--- config.mk ---
export PLATFORM = sky130hd
export DESIGN_NAME = fast_timer_output_control
export DESIGN_NICKNAME = d
export VERILOG_FILES = /design/src/hw/fast_timer_pkg.sv /design/src/hw/fast_timer_prescaler.sv /design/src/hw/fast_timer_channel.sv /design/src/hw/fast_timer_output_control.sv
export VERILOG_INCLUDE_DIRS = /design/src /design/src/hw
export SDC_FILE = /design/constraint.sdc
export NUM_CORES = 1
export LEC_CHECK = 0
export ABC_CLOCK_PERIOD_IN_PS = 3250
export BUFFER_PORTS_ARGS = -buffer_cell sky130_fd_sc_hd__buf_2
export CELL_PAD_IN_SITES_DETAIL_PLACEMENT = 2
export CELL_PAD_IN_SITES_GLOBAL_PLACEMENT = 2
export CORE_MARGIN = 10
export CORE_UTILIZATION = 41
export CTS_CLUSTER_DIAMETER = 30
export DETAILED_ROUTE_END_ITERATION = 6
export PLACE_DENSITY = 0.89
export SETUP_SLACK_MARGIN = 0.2
export SYNTH_ARGS = -nofsm -noshare
export SYNTH_HDL_FRONTEND = slang
export SYNTH_HIERARCHICAL = 1
export SYNTH_SLANG_ARGS = --single-unit
--- constraint.sdc ---
create_clock -name mclk -period 3.25 [get_ports mclk]
set_input_delay 0.325 -clock mclk [delete_from_list [all_inputs] [get_ports mclk]]
set_output_delay 0.325 -clock mclk [all_outputs]
set_load 0.005 [all_outputs]
--- src/hw/fast_timer_map.svh ---
/*
  Register offsets, field positions, reset values and timing counts for the
  fast timer output control block.
  Assumes inclusion by bare name from package and test files.
*/
// How it works
// - nonzero channel B output mode hands the pin to the compare output
// - complementary B output connects only in PWM modes with mode 01
// - non-PWM B: 00 port, 01 toggle, 10 clear, 11 set on match
// - fast PWM: 01/10 clear on match, set at zero; 11 opposite
// - dual slope 01/10: clear on up-match, set on down-match
// - dual slope 11: set on up-match, clear on down-match
// - force strobes act only while that channel is non-PWM
// - force strobe changes wave and pin as a compare match would
// - mode written with the force strobe is used by the force
// - a forced match never raises the match interrupt
// - force strobe bits read as zero
// - channel A PWM enable puts channel A in PWM operation
// - channel B PWM enable puts channel B in PWM operation
// - inversion bit inverts true and complementary dead-time outputs
// - prescaler clear resets the prescaler only; writing zero does nothing
// - prescaler clear self-clears and always reads zero
// - dead-time prescaler divides by 1, 2, 4 or 8
// - clock select 0 stops; n selects clock divided by 2^(n-1)
// - clock select stop code is the timer enable
// - control C upper nibble shadows the A and B output mode fields
// - PWM off is normal mode; wave mode bits choose the PWM kind
`ifndef FAST_TIMER_MAP_SVH
`define FAST_TIMER_MAP_SVH

`define FT_ADDR_W       4
`define FT_OFF_CTRL_A   4'h0
`define FT_OFF_CTRL_B   4'h1
`define FT_OFF_CTRL_C   4'h2
`define FT_OFF_CTRL_D   4'h3
`define FT_OFF_CMP_A    4'h4
`define FT_OFF_CMP_B    4'h5
`define FT_OFF_CMP_TOP  4'h6
`define FT_OFF_STATUS   4'h7

`define FT_A_MODE_HI    7
`define FT_A_MODE_LO    6
`define FT_B_MODE_HI    5
`define FT_B_MODE_LO    4
`define FT_A_FORCE      3
`define FT_B_FORCE      2
`define FT_A_PWM        1
`define FT_B_PWM        0

`define FT_INVERT       7
`define FT_PS_CLEAR     6
`define FT_DT_HI        5
`define FT_DT_LO        4
`define FT_CS_HI        3
`define FT_CS_LO        0

`define FT_WAVE_HI      1
`define FT_WAVE_LO      0

`define FT_RST_CTRL     8'h00
`define FT_RST_CMP      10'h000
`define FT_RST_TOP      10'h3ff
`define FT_CNT_ZERO     10'h000
`define FT_PS_W         14

`endif

--- src/hw/fast_timer_pkg.sv ---
/*
  Types shared by the fast timer output control block.
  Assumes the constants header sits beside it.
*/
`include "fast_timer_map.svh"
package fast_timer_pkg;
  typedef enum logic [1:0] {
    WAVE_FAST,
    WAVE_DUAL,
    WAVE_SIX_SINGLE,
    WAVE_SIX_DUAL
  } wave_mode_t;
  typedef logic [1:0] outmode_t;
endpackage

--- src/hw/fast_timer_prescaler.sv ---
/*
  Timer clock prescaler: turns a clock-select code into a one-cycle enable.
  Assumes one clock domain; the clear input restarts the divider count.
*/
`timescale 1ns/10ps
`default_nettype none
module fast_timer_prescaler
  import fast_timer_pkg::*;
#(
  parameter int PS_W = `FT_PS_W
) (
  input  wire logic       mclk,    // system clock
  input  wire logic       sys_rst, // async reset, high
  input  wire logic [3:0] clkSel,  // clock select code
  input  wire logic       psClear, // restart the divider
  output logic            tick     // one-cycle timer enable
);
  // refused at elaboration, the stop-to-16384 table needs 14 bits
  if (PS_W < 14) begin : g_width_check
    $error("prescaler too narrow for divide by 16384");
  end

  logic [PS_W-1:0] psCount;
  logic [PS_W-1:0] mask;

  // mask of low bits that must all be one for a tick
  always_comb begin
    mask = '0;
    for (int i = 0; i < PS_W; i++) begin
      if (i + 1 < int'(clkSel)) mask[i] = 1'b1;
    end
  end

  // free running count, cleared without touching the counter
  always_ff @(posedge mclk or posedge sys_rst) begin
    if (sys_rst) begin
      psCount <= '0;
    end else if (psClear || clkSel == 4'h0) begin
      psCount <= '0;
    end else begin
      psCount <= psCount + 1'b1;
    end
  end

  // stop code holds the enable low, others tick every 2^(n-1)
  always_ff @(posedge mclk or posedge sys_rst) begin
    if (sys_rst) begin
      tick <= 1'b0;
    end else begin
      tick <= (clkSel != 4'h0) && !psClear &&
              ((psCount & mask) == mask);
    end
  end
endmodule
`default_nettype wire

--- src/hw/fast_timer_channel.sv ---
/*
  One compare channel's waveform logic: match actions for normal, fast and
  dual-slope modes, plus forced matches.
  Assumes counter, direction and timer enable come from the same clock.
*/
`timescale 1ns/10ps
`default_nettype none
module fast_timer_channel
  import fast_timer_pkg::*;
(
  input  wire logic       mclk,     // system clock
  input  wire logic       sys_rst,  // async reset, high
  input  wire logic       tick,     // timer enable
  input  wire logic       pwmOn,    // channel PWM enable
  input  wire wave_mode_t waveMode, // PWM kind
  input  wire outmode_t   outMode,  // output mode in force this cycle
  input  wire logic       force_,   // force strobe
  input  wire logic       match,    // counter equals compare
  input  wire logic       atZero,   // counter equals zero
  input  wire logic       countUp,  // counting direction
  output logic            wave,     // waveform output
  output logic            matchEvt  // real match, not forced
);
  logic dual;
  logic forceHit;
  assign dual     = (waveMode == WAVE_DUAL) || (waveMode == WAVE_SIX_DUAL);
  assign forceHit = force_ && !pwmOn;

  // forced actions never reach the match event output
  always_ff @(posedge mclk or posedge sys_rst) begin
    if (sys_rst) begin
      matchEvt <= 1'b0;
    end else begin
      matchEvt <= tick && match;
    end
  end

  // waveform update, forcing acts as a match in normal mode
  always_ff @(posedge mclk or posedge sys_rst) begin
    if (sys_rst) begin
      wave <= 1'b0;
    end else if (!pwmOn) begin
      if ((tick && match) || forceHit) begin
        unique case (outMode)
          2'b00: wave <= wave;
          2'b01: wave <= !wave;
          2'b10: wave <= 1'b0;
          2'b11: wave <= 1'b1;
        endcase
      end
    end else if (tick && outMode != 2'b00) begin
      if (!dual) begin
        // match wins over zero when compare is zero
        if (match) begin
          wave <= (outMode == 2'b11);
        end else if (atZero) begin
          wave <= (outMode != 2'b11);
        end
      end else if (match) begin
        if (countUp) begin
          wave <= (outMode == 2'b11);
        end else begin
          wave <= (outMode != 2'b11);
        end
      end
    end
  end
endmodule
`default_nettype wire

--- src/hw/fast_timer_output_control.sv ---
/*
  Fast timer output control: control registers A to D, compare registers,
  a small 10-bit counter to exercise them, channel A and B waveforms, dead
  time, inversion and pin override.
  Assumes a simple register port with read data one cycle after the strobe
  and a pad that applies the pin enable together with its direction bit.
*/
`timescale 1ns/10ps
`default_nettype none
module fast_timer_output_control
  import fast_timer_pkg::*;
#(
  parameter int CNT_W = 10
) (
  input  wire logic                 mclk,      // 100 MHz system clock
  input  wire logic                 sys_rst,   // async reset, high
  input  wire logic [`FT_ADDR_W-1:0] regAddr,  // register index
  input  wire logic [7:0]           regWdata,  // write data
  input  wire logic                 regWr,     // write strobe
  input  wire logic                 regRd,     // read strobe
  output logic      [7:0]           regRdata,  // read data, next cycle
  output logic                      chanAPin,  // channel A true output
  output logic                      chanAPinN, // channel A complement
  output logic                      chanBPin,  // channel B true output
  output logic                      chanBPinN, // channel B complement
  output logic                      chanAOe,   // A pin override
  output logic                      chanAOeN,  // A complement connected
  output logic                      chanBOe,   // B pin override
  output logic                      chanBOeN,  // B complement connected
  output logic                      matchIrqA, // A match event pulse
  output logic                      matchIrqB  // B match event pulse
);
  if (CNT_W != 10) begin : g_width_check
    $error("counter width must be 10");
  end

  // control state
  logic [7:0]       ctrlA;
  logic [7:0]       ctrlB;
  logic [3:0]       ctrlCLow;
  logic [1:0]       waveBits;
  logic [CNT_W-1:0] cmpA;
  logic [CNT_W-1:0] cmpB;
  logic [CNT_W-1:0] cmpTop;
  logic [CNT_W-1:0] count;
  logic             countUp;
  logic             psClear;
  logic             tick;
  logic [1:0]       hiByte;
  logic [2:0]       dtCount;
  logic             dtTick;
  logic             wrA;
  logic             wrB;
  logic             wrC;
  logic [7:0]       next_ctrlA;
  outmode_t         modeA;
  outmode_t         modeB;
  wave_mode_t       waveMode;
  logic             waveA;
  logic             waveB;
  logic             evtA;
  logic             evtB;
  logic             dual;
  logic             anyPwm;
  logic             forceA;
  logic             forceB;

  assign wrA = regWr && regAddr == `FT_OFF_CTRL_A;
  assign wrB = regWr && regAddr == `FT_OFF_CTRL_B;
  assign wrC = regWr && regAddr == `FT_OFF_CTRL_C;

  // control A and C share the mode bits, so either write updates them
  always_comb begin
    next_ctrlA = ctrlA;
    if (wrA) begin
      next_ctrlA = regWdata;
    end else if (wrC) begin
      next_ctrlA[7:4] = regWdata[7:4];
    end
    next_ctrlA[`FT_A_FORCE] = 1'b0;
    next_ctrlA[`FT_B_FORCE] = 1'b0;
  end

  // modes seen by a force include the value written alongside it
  assign modeA  = next_ctrlA[`FT_A_MODE_HI:`FT_A_MODE_LO];
  assign modeB  = next_ctrlA[`FT_B_MODE_HI:`FT_B_MODE_LO];
  assign forceA = wrA && regWdata[`FT_A_FORCE];
  assign forceB = wrA && regWdata[`FT_B_FORCE];
  assign waveMode = wave_mode_t'(waveBits);
  assign dual = (waveMode == WAVE_DUAL) || (waveMode == WAVE_SIX_DUAL);

  always_ff @(posedge mclk or posedge sys_rst) begin
    if (sys_rst) begin
      ctrlA <= `FT_RST_CTRL;
    end else begin
      ctrlA <= next_ctrlA;
    end
  end

  // clear bit is held only one cycle, so back-to-back clears work
  always_ff @(posedge mclk or posedge sys_rst) begin
    if (sys_rst) begin
      ctrlB   <= `FT_RST_CTRL;
      psClear <= 1'b0;
    end else begin
      psClear <= wrB && regWdata[`FT_PS_CLEAR];
      if (wrB) begin
        ctrlB <= regWdata;
        ctrlB[`FT_PS_CLEAR] <= 1'b0;
      end
    end
  end

  // control C low nibble, control D wave bits
  always_ff @(posedge mclk or posedge sys_rst) begin
    if (sys_rst) begin
      ctrlCLow <= 4'h0;
      waveBits <= 2'b00;
    end else begin
      if (wrC) ctrlCLow <= {regWdata[3:2], 1'b0, regWdata[0]};
      if (regWr && regAddr == `FT_OFF_CTRL_D) begin
        waveBits <= regWdata[`FT_WAVE_HI:`FT_WAVE_LO];
      end
    end
  end

  // 10-bit compares through a shared high byte, written high first
  always_ff @(posedge mclk or posedge sys_rst) begin
    if (sys_rst) begin
      hiByte <= 2'b00;
      cmpA   <= `FT_RST_CMP;
      cmpB   <= `FT_RST_CMP;
      cmpTop <= `FT_RST_TOP;
    end else if (regWr) begin
      unique case (regAddr)
        `FT_OFF_STATUS:  hiByte <= regWdata[1:0];
        `FT_OFF_CMP_A:   cmpA   <= {hiByte, regWdata};
        `FT_OFF_CMP_B:   cmpB   <= {hiByte, regWdata};
        `FT_OFF_CMP_TOP: cmpTop <= {hiByte, regWdata};
        default: ;
      endcase
    end
  end

  fast_timer_prescaler u_prescaler (
    .mclk    (mclk),
    .sys_rst (sys_rst),
    .clkSel  (ctrlB[`FT_CS_HI:`FT_CS_LO]),
    .psClear (psClear),
    .tick    (tick)
  );

  // counter runs to the top value, up only or up then down
  always_ff @(posedge mclk or posedge sys_rst) begin
    if (sys_rst) begin
      count   <= `FT_CNT_ZERO;
      countUp <= 1'b1;
    end else if (tick) begin
      anyPwmStep: begin
        if (anyPwm && dual) begin
          if (countUp) begin
            if (count >= cmpTop) begin
              countUp <= 1'b0;
              count   <= count - 1'b1;
            end else begin
              count <= count + 1'b1;
            end
          end else if (count == `FT_CNT_ZERO) begin
            countUp <= 1'b1;
            count   <= count + 1'b1;
          end else begin
            count <= count - 1'b1;
          end
        end else begin
          countUp <= 1'b1;
          count   <= (count >= cmpTop) ? `FT_CNT_ZERO : count + 1'b1;
        end
      end
    end
  end

  assign anyPwm = ctrlA[`FT_A_PWM] || ctrlA[`FT_B_PWM];

  fast_timer_channel u_chan_a (
    .mclk     (mclk),
    .sys_rst  (sys_rst),
    .tick     (tick),
    .pwmOn    (ctrlA[`FT_A_PWM]),
    .waveMode (waveMode),
    .outMode  (modeA),
    .force_   (forceA),
    .match    (count == cmpA),
    .atZero   (count == `FT_CNT_ZERO),
    .countUp  (countUp),
    .wave     (waveA),
    .matchEvt (evtA)
  );

  fast_timer_channel u_chan_b (
    .mclk     (mclk),
    .sys_rst  (sys_rst),
    .tick     (tick),
    .pwmOn    (ctrlA[`FT_B_PWM]),
    .waveMode (waveMode),
    .outMode  (modeB),
    .force_   (forceB),
    .match    (count == cmpB),
    .atZero   (count == `FT_CNT_ZERO),
    .countUp  (countUp),
    .wave     (waveB),
    .matchEvt (evtB)
  );

  // dead-time clock: timer tick divided by 1, 2, 4 or 8
  always_ff @(posedge mclk or posedge sys_rst) begin
    if (sys_rst) begin
      dtCount <= 3'h0;
      dtTick  <= 1'b0;
    end else begin
      dtTick <= 1'b0;
      if (tick) begin
        dtCount <= dtCount + 3'h1;
        unique case (ctrlB[`FT_DT_HI:`FT_DT_LO])
          2'b00: dtTick <= 1'b1;
          2'b01: dtTick <= dtCount[0];
          2'b10: dtTick <= &dtCount[1:0];
          2'b11: dtTick <= &dtCount;
        endcase
      end
    end
  end

  // pins: true and complement, inverted on request, complement always driven,
  // its enable only in PWM with mode 01; dead-time insertion itself lies outside
  always_ff @(posedge mclk or posedge sys_rst) begin
    if (sys_rst) begin
      chanAPin  <= 1'b0;
      chanAPinN <= 1'b0;
      chanBPin  <= 1'b0;
      chanBPinN <= 1'b0;
    end else begin
      chanAPin  <= waveA ^ ctrlB[`FT_INVERT];
      chanAPinN <= !waveA ^ ctrlB[`FT_INVERT];
      chanBPin  <= waveB ^ ctrlB[`FT_INVERT];
      chanBPinN <= !waveB ^ ctrlB[`FT_INVERT];
    end
  end

  // override enables; direction bit stays with software and the pad
  always_ff @(posedge mclk or posedge sys_rst) begin
    if (sys_rst) begin
      chanAOe  <= 1'b0;
      chanAOeN <= 1'b0;
      chanBOe  <= 1'b0;
      chanBOeN <= 1'b0;
    end else begin
      chanAOe  <= |ctrlA[`FT_A_MODE_HI:`FT_A_MODE_LO];
      chanAOeN <= ctrlA[`FT_A_PWM] &&
                  ctrlA[`FT_A_MODE_HI:`FT_A_MODE_LO] == 2'b01;
      chanBOe  <= |ctrlA[`FT_B_MODE_HI:`FT_B_MODE_LO];
      chanBOeN <= ctrlA[`FT_B_PWM] &&
                  ctrlA[`FT_B_MODE_HI:`FT_B_MODE_LO] == 2'b01;
    end
  end

  // match events straight from the channels, forced ones excluded
  always_ff @(posedge mclk or posedge sys_rst) begin
    if (sys_rst) begin
      matchIrqA <= 1'b0;
      matchIrqB <= 1'b0;
    end else begin
      matchIrqA <= evtA;
      matchIrqB <= evtB;
    end
  end

  // read port; clear and force bits always read zero
  always_ff @(posedge mclk or posedge sys_rst) begin
    if (sys_rst) begin
      regRdata <= 8'h00;
    end else if (regRd) begin
      unique case (regAddr)
        `FT_OFF_CTRL_A:  regRdata <= ctrlA;
        `FT_OFF_CTRL_B:  regRdata <= ctrlB;
        `FT_OFF_CTRL_C:  regRdata <= {ctrlA[7:4], ctrlCLow};
        `FT_OFF_CTRL_D:  regRdata <= {6'h00, waveBits};
        `FT_OFF_CMP_A:   regRdata <= cmpA[7:0];
        `FT_OFF_CMP_B:   regRdata <= cmpB[7:0];
        `FT_OFF_CMP_TOP: regRdata <= cmpTop[7:0];
        `FT_OFF_STATUS:  regRdata <= {countUp, dtTick, 4'h0, count[9:8]};
        default:         regRdata <= 8'h00;
      endcase
    end else begin
      regRdata <= 8'h00;
    end
  end
endmodule
`default_nettype wire

==> results of run 1 <==
-- layout make-up --
class | count | area [µm²]
Fill cell | 1420 | 7430
Clock buffer | 10 | 239
Inverter | 29 | 115
Tap cell | 180 | 225
Multi-Input combinational cell | 364 | 2850
Timing Repair Buffer | 46 | 278
Clock inverter | 6 | 43.8
Sequential cell | 103 | 2590
-- worst max-delay path: cells and delay by family (launching register included) --
family	cells	cell delay [ns]
adder cells (fa/ha/maj)	1	0.31
buffers and inverters	2	0.37
AND/OR/NAND/NOR	3	0.38
flip-flops	1	0.54
AO/OA/AOI/OAI	4	1.03
-- worst min path at each step --
stage	startpoint	end	slack (ns)	depth (start not counted)
6_report	regWdata[7]	ctrlB[7]	0.30	2
5_1_grt	regWdata[6]	cmpB[6]	0.30	2
4_1_cts	regWdata[6]	cmpB[6]	0.29	2
3_5_place_dp	sys_rst	u_chan_a/wave	0.24	2
3_3_place_gp	sys_rst	u_chan_a/matchEvt	0.22	2
2_1_floorplan	sys_rst	u_chan_a/matchEvt	0.07	1
-- kinds of logic (layout without fill, tap and decap cells) --
kind of cell,after synthesis,in the layout,synth area share (%)
xor+xnor,39,39,5.97
fa+ha+maj,16,16,3.50
buf+inv,51,91,4.86
simple gates,150,150,15.2
mux,61,61,12.2
flops,103,103,45.3
compound gates,98,98,13.0
-- cell usage after synthesis, drive strengths merged (5+ instances only) --
library cell  number  area share [%]
nand4              8            0.87
buf                9             1.1
nor3              13             1.8
clkbuf            13             1.7
xor2              15             2.3
inv               28             1.8
mux2              56              11
nand3             18             1.6
nor2              28             2.0
a21oi             16             1.4
xnor2             24             3.7
and3              13             1.4
ha                16             3.5
a222oi             6             1.0
a31oi              5            0.55
a22oi             11             1.4
nor2b              6            0.66
nand2b             8            0.87
mux2i              5             1.1
and2               5            0.57
dfrtp             92              40
dfstp             11             5.1
nand2             30             2.0
o21ai             16             1.5
-- power by group through the flow --
stage	clock [mW]	combinational [mW]	sequential, mW
after detailed placement	0	1.91	2.10
after global routing	1.14	2.13	2.14
after floorplan	0	1.55	1.82
final	1.07	1.97	2.10
after global placement	0	1.72	2.04
after CTS	1.08	1.97	2.08
-- placed cells by master, fill, tap and decap left out, drive strengths merged, types with 3 or more instances in the layout --
| master | Yosys | layout |
|---|---|---|
| dfrtp | 92 | 92 |
| mux2 | 56 | 56 |
| buf | 9 | 45 |
| nand2 | 30 | 30 |
| inv | 28 | 29 |
| nor2 | 28 | 28 |
| xnor2 | 24 | 24 |
| nand3 | 18 | 18 |
| a21oi | 16 | 16 |
| ha | 16 | 16 |
| o21ai | 16 | 16 |
| xor2 | 15 | 15 |
| and3 | 13 | 13 |
| nor3 | 13 | 13 |
| a22oi | 11 | 11 |
| dfstp | 11 | 11 |
| clkbuf | 13 | 10 |
| nand4 | 8 | 8 |
| nand2b | 8 | 8 |
| nor2b | 6 | 6 |
| a222oi | 6 | 6 |
| a31oi | 5 | 5 |
| mux2i | 5 | 5 |
| and2 | 5 | 5 |
| clkinv | 1 | 5 |
| a211oi | 4 | 4 |
| o22ai | 4 | 4 |
| a32oi | 4 | 4 |
| nor4 | 4 | 4 |
| a221o | 4 | 4 |
| or4b | 4 | 4 |
| a211o | 4 | 4 |
| o31ai | 3 | 3 |
-- state kept, by name (all words and copies together), names as in the netlist, 6 cells and up --
name	flops
cmpA	10
cmpB	10
cmpTop	10
count	10
ctrlA	6
ctrlB	7
regRdata	8
u_prescaler/psCount	14
-- layer usage --
layer	wire length (µm)	GRT usage, %	part of all wire [%]	up-vias
met5	0	0	0	-
met4	569	7.10	2.9	0
met3	946	5.00	4.9	53
met2	9630	34.1	50	131
met1	8210	23.7	42	2358
li1	-	-	-	1953
==> run_results.csv, run 1 <==
group,metric,value,unit
final_layout,drive_gt1_share,29.4,%
placed_design,place_inst,721,
sta,setup_violations,0,
cts,clockBufferDepth,2,
sta,finalWorstPathRequiredPeriod,2.74,ns
route,ant_nets,0,
placed_design,pre_cts_slack,0.537,ns
sta,fin_ws,0.514,ns
cts,cts.clk_slew.worst_paths,0.08,ns
power,power.net_switching,2.14,mW
worst_setup_path,rrSetupSlack,0.51,ns
power,powerDensity,810,nW/µm²
sta,rsz0062_at_grt,"no",
synth,synth-edff-count,0,
grt,grt-ovfl-total,0,
cts,root_buffer,"clkbuf_16",
synth,syn_nets,550,
sta,slew_viol_final,0,
sta,relSlewSlack,16.4,%
synth,ys_seq_area_share,45.3,%
sta,final_hold_viol_count,0,
power,total_power,5.14,mW
route,wl_per_cell,26.2,µm
sta,setup_tns,0,ns
final_layout,stdcell_count,738,
worst_setup_path,critPathMaxStageDelay,0.54,ns
power,p_leak,2.75,nW
synth,async_flop_share,100,%
grt,grt_pass1_wl,30600,µm
sta,worst_pin_slew,1.25,ns
worst_setup_path,r2r_end,"count[9]",
die,rows,43,
synth,synthFlopType,"dfrtp_1",
final_layout,fin_util,46.1,%
route,avgViaCountPerCell,6.09,
worst_setup_path,crit_start,"count[0]",
power,ir_worst_vdd,339,µV
route,drt-total-wl,19400,µm
grt,grt_pass1_vias,5171,
sta,timing.fmax,366,MHz
sta,whs,0.302,ns
worst_setup_path,crit_type,"flip-flop to flip-flop",
worst_setup_path,endpoint_kind,"flip-flop",
cts,cts_buffers,9,
synth,synth-seq-cells,103,
die,core-area,13800,µm²
power,comb_power_share,38.4,%
final_layout,nets,585,
power,p_seq_share,40.8,%
outcome,outcome,"finished clean",
power,p_sw_share,41.6,%
worst_setup_path,reg2regPathDepth,10,
worst_setup_path,cp.arrival,2.99,ns
cts,h-tree-depth,3,
placed_design,portBuffers,33,
die,io_pins,34,
worst_setup_path,path_max_fanout,11,
run,drv_cap,0,
placed_design,routabilityCongestion,0.920,
worst_setup_path,crit_slowest_cell,"dfrtp_1",
worst_setup_path,crit_path_start_kind,"flip-flop",
placed_design,dpl_cell_area,6050,µm²
worst_setup_path,path_cells,"inv_1 -> ha_1 -> nand2b_1 -> a21oi_1 -> nor3_1 -> nor4_2 -> buf_4 -> a211oi_1 -> o221ai_1 -> a22oi_1",
sta,finalCritPeriodShare,84.2,%
die,chipWidth,138,µm
final_layout,fin_area,6340,µm²
die,start_util,41.5,%
hold_path,hold_path_class,"input port to flip-flop",
grt,grt_usage,19.9,%
route,first_iter_violations,356,
synth,netlist_area,5720,µm²
route,drt-pass1-iter-count,5,
placed_design,dp_hpwl,14000,µm
final_layout,area_growth,10.9,%
synth,syn_area_per_cell,11.0,µm²
worst_setup_path,cp.required,3.50,ns
cts,cts_tree,"done",
cts,insertion_delay,0.37,ns
final_layout,num_antenna_cells,0,
die,die_h,138,µm
power,clock_power_share,20.8,%
route,vias,4495,
cts,post_cts_resized,0,
synth,ys_types,78,
cts,post_cts_buffers,0,
synth,synth_cells,518,
route,drc,0,
grt,antenna_found_initial,1,
power,p_int,3.00,mW
worst_setup_path,critPathCapture,"count[9]",
grt,grt_max_degree,50,
cts,cts.sinks,103,
synth,ys_warn_count,6,
die,die-area,19100,µm²
sta,fin_skew,0.0121,ns
cts,holdBufCountCts,1,
worst_setup_path,reg2reg_from,"count[0]",
Power figures use the tool's default switching activity.
==> run 2, diff against run 1 <==
Settings changed: ABC_CLOCK_PERIOD_IN_PS 3250 to 2400, CORE_UTILIZATION 41 to 37, PLACE_DENSITY 0.89 to 0.85.
Clock period 3.25 ns to 2.4 ns, I/O delays scaled along.
==> run 2 against run 1 <==
- the run now ends with setup timing left
- critical path type unchanged
- worst setup slack worse by 0.64 ns
- largest power group is now combinational cells
- fmax is 8.4% higher
- highest routed layer is now met5
- register-to-register slack worse by 0.64 ns
- first-iteration DRC count is 11% lower
- cell count is 5.1% higher
==> run_results.csv, run 2 (same netlist as run 1, synthesis figures left out) <==
group,metric,value,unit
final_layout,drive_gt1_share,39.6,%
power,ir_worst_vdd,492,µV
sta,rsz0062_at_grt,"yes",
die,die_h,144,µm
worst_setup_path,endpoint_kind,"flip-flop",
sta,finalCritPeriodShare,105,%
sta,fin_ws,-0.123,ns
die,chipWidth,144,µm
worst_setup_path,cp.depth,12,
die,io_pins,34,
placed_design,dp_hpwl,13600,µm
outcome,outcome,"finished with violations",
cts,insertion_delay,0.36,ns
final_layout,nets,615,
route,ant_nets,0,
worst_setup_path,crit_family,"compound AO/OA/AOI/OAI gates",
worst_setup_path,crit_path_start_kind,"flip-flop",
sta,finalWorstPathRequiredPeriod,2.52,ns
grt,grt_usage,20.6,%
route,drt-total-wl,22000,µm
worst_setup_path,crit_slowest_cell,"dfstp_2",
placed_design,routabilityCongestion,0.857,
placed_design,pre_cts_slack,-0.0518,ns
cts,root_buffer,"clkbuf_16",
final_layout,num_antenna_cells,0,
grt,antenna_found_initial,1,
route,drt-pass1-iter-count,5,
sta,fin_skew,0.00908,ns
final_layout,largest_register_ffs,14,
final_layout,area_growth,21.0,%
run,drv_cap,0,
cts,h-tree-depth,3,
hold_path,hold_path_class,"input port to flip-flop",
final_layout,final_common_cell,"dfrtp_1",
cts,cts_buffers,9,
cts,clockBufferDepth,2,
die,core-area,15200,µm²
route,first_iter_violations,316,
route,wl_per_cell,28.3,µm
sta,slew_viol_final,0,
worst_setup_path,crit_buf_inv,4,
worst_setup_path,cp.arrival,2.80,ns
worst_setup_path,path_cells,"inv_1 -> ha_4 -> a21o_1 -> nand3_1 -> a21oi_2 -> nor4_4 -> buf_6 -> buf_4 -> a211oi_4 -> buf_4 -> o21ai_2 -> a22oi_2",
placed_design,portBuffers,33,
grt,grt_pass1_wl,32400,µm
grt,grt-ovfl-total,0,
power,p_leak,2.95,nW
sta,timing.fmax,396,MHz
sta,setup_violations,10,
hold_path,hold_depth,2,
worst_setup_path,worst_path_most_repeated_cell,"buf_4",
grt,grt_pass1_vias,5273,
final_layout,largest_register,"u_prescaler/psCount",
worst_setup_path,critPathMaxStageDelay,0.55,ns
grt,grt_max_degree,46,
power,total_power,8.24,mW
cts,cts.clk_slew.worst_paths,0.07,ns
route,avgViaCountPerCell,6.09,
worst_setup_path,cp.required,2.68,ns
die,rows,45,
die,start_util,37.6,%
die,die-area,20800,µm²
worst_setup_path,path_max_fanout,5,
route,drc,0,
sta,whs,0.224,ns
cts,cts_tree,"done",
power,powerDensity,1190,nW/µm²
outcome,violations,"setup timing",
sta,relSlewSlack,56.7,%
worst_setup_path,crit_type,"flip-flop to flip-flop",
cts,cts.sinks,103,
worst_setup_path,reg2regPathDepth,12,
final_layout,mostFrequentLayoutCells,"dfrtp_1, mux2_2, buf_4, buf_2, nand2_1",
route,vias,4724,
sta,worst_pin_slew,0.650,ns
sta,final_hold_viol_count,0,
[run 2: cell count changes in the layout (fill, tap and decap cells not counted), sizes merged]
| cell | previous run | this run |
|---|---|---|
| buf | 45 | 75 |
| clkbuf | 10 | 12 |
| clkinv | 5 | 4 |
| inv | 29 | 28 |
[run 2: through the flow]
stage | instance area, µm² | utilization, % | setup TNS (ns) | instances
6_report | 6920 | 45.5 | -0.789 | 776
5_1_grt | 6920 | 45.5 | -1.65 | 776
4_1_cts | 6770 | 44.5 | -0.0436 | 770
3_5_place_dp | 6200 | 40.8 | -0.163 | 746
3_3_place_gp | 6200 | 40.8 | 0 | 746
2_1_floorplan | 5760 | - | 0 | 518
[run 2: layer usage]
metal  vias to the layer above  share of wire (%)  GRT usage, %
li1                       2020                  -             -
met1                      2489                 40          23.0
met2                       153                 52          37.2
met3                        60                4.5          4.36
met4                         2                3.8          8.62
met5                         -              0.032             0
[run 2: final timing paths]
path | from | endpoint | slack (ns)
setup / recovery | cmpTop[3] | count[9] | -0.12
setup reg to reg | cmpTop[3] | count[9] | -0.12
hold / removal | regWdata[5] | cmpA[5] | 0.22
min in group asynchronous | sys_rst | u_chan_b/matchEvt | 0.33
hold reg to reg | u_chan_a/matchEvt | matchIrqA | 0.37
max in group asynchronous | sys_rst | count[1] | 1.23
[run 2: worst reg2reg max path: stages (launching register included)]
cell and delay (ns):
dfstp_2 0.55, inv_1 0.10, ha_4 0.30, a21o_1 0.14
nand3_1 0.12, a21oi_2 0.19, nor4_4 0.07, buf_6 0.13
buf_4 0.15, a211oi_4 0.30, buf_4 0.17, o21ai_2 0.07
a22oi_2 0.14
[run 2: layout make-up]
type | instances | area, µm²
repair buffers | 76 | 528
clock inverters | 4 | 27.5
well taps | 188 | 235
fillers | 1533 | 8280
inverters | 29 | 120
clock buffers | 12 | 256
multi-input cells | 364 | 3160
flip-flops and latches | 103 | 2590
[run 2: report_power, final]
part	total, mW	internal, mW	switching (mW)
clock network	1.47	0.765	0.701
registers	2.71	2.16	0.544
logic	4.07	1.84	2.23
[run 2: what timing repair did]
| action | 4_1_cts | 5_1_grt |
|---|---|---|
| hold buffers | 1 | 0 |
| gates resized for setup | 37 | 20 |
| setup buffers | 7 | 6 |
| gates cloned | 0 | 0 |
| pin swaps | 14 | 9 |
| setup endpoints to repair | 13 | 13 |
| hold endpoints to repair | 4 | 0 |
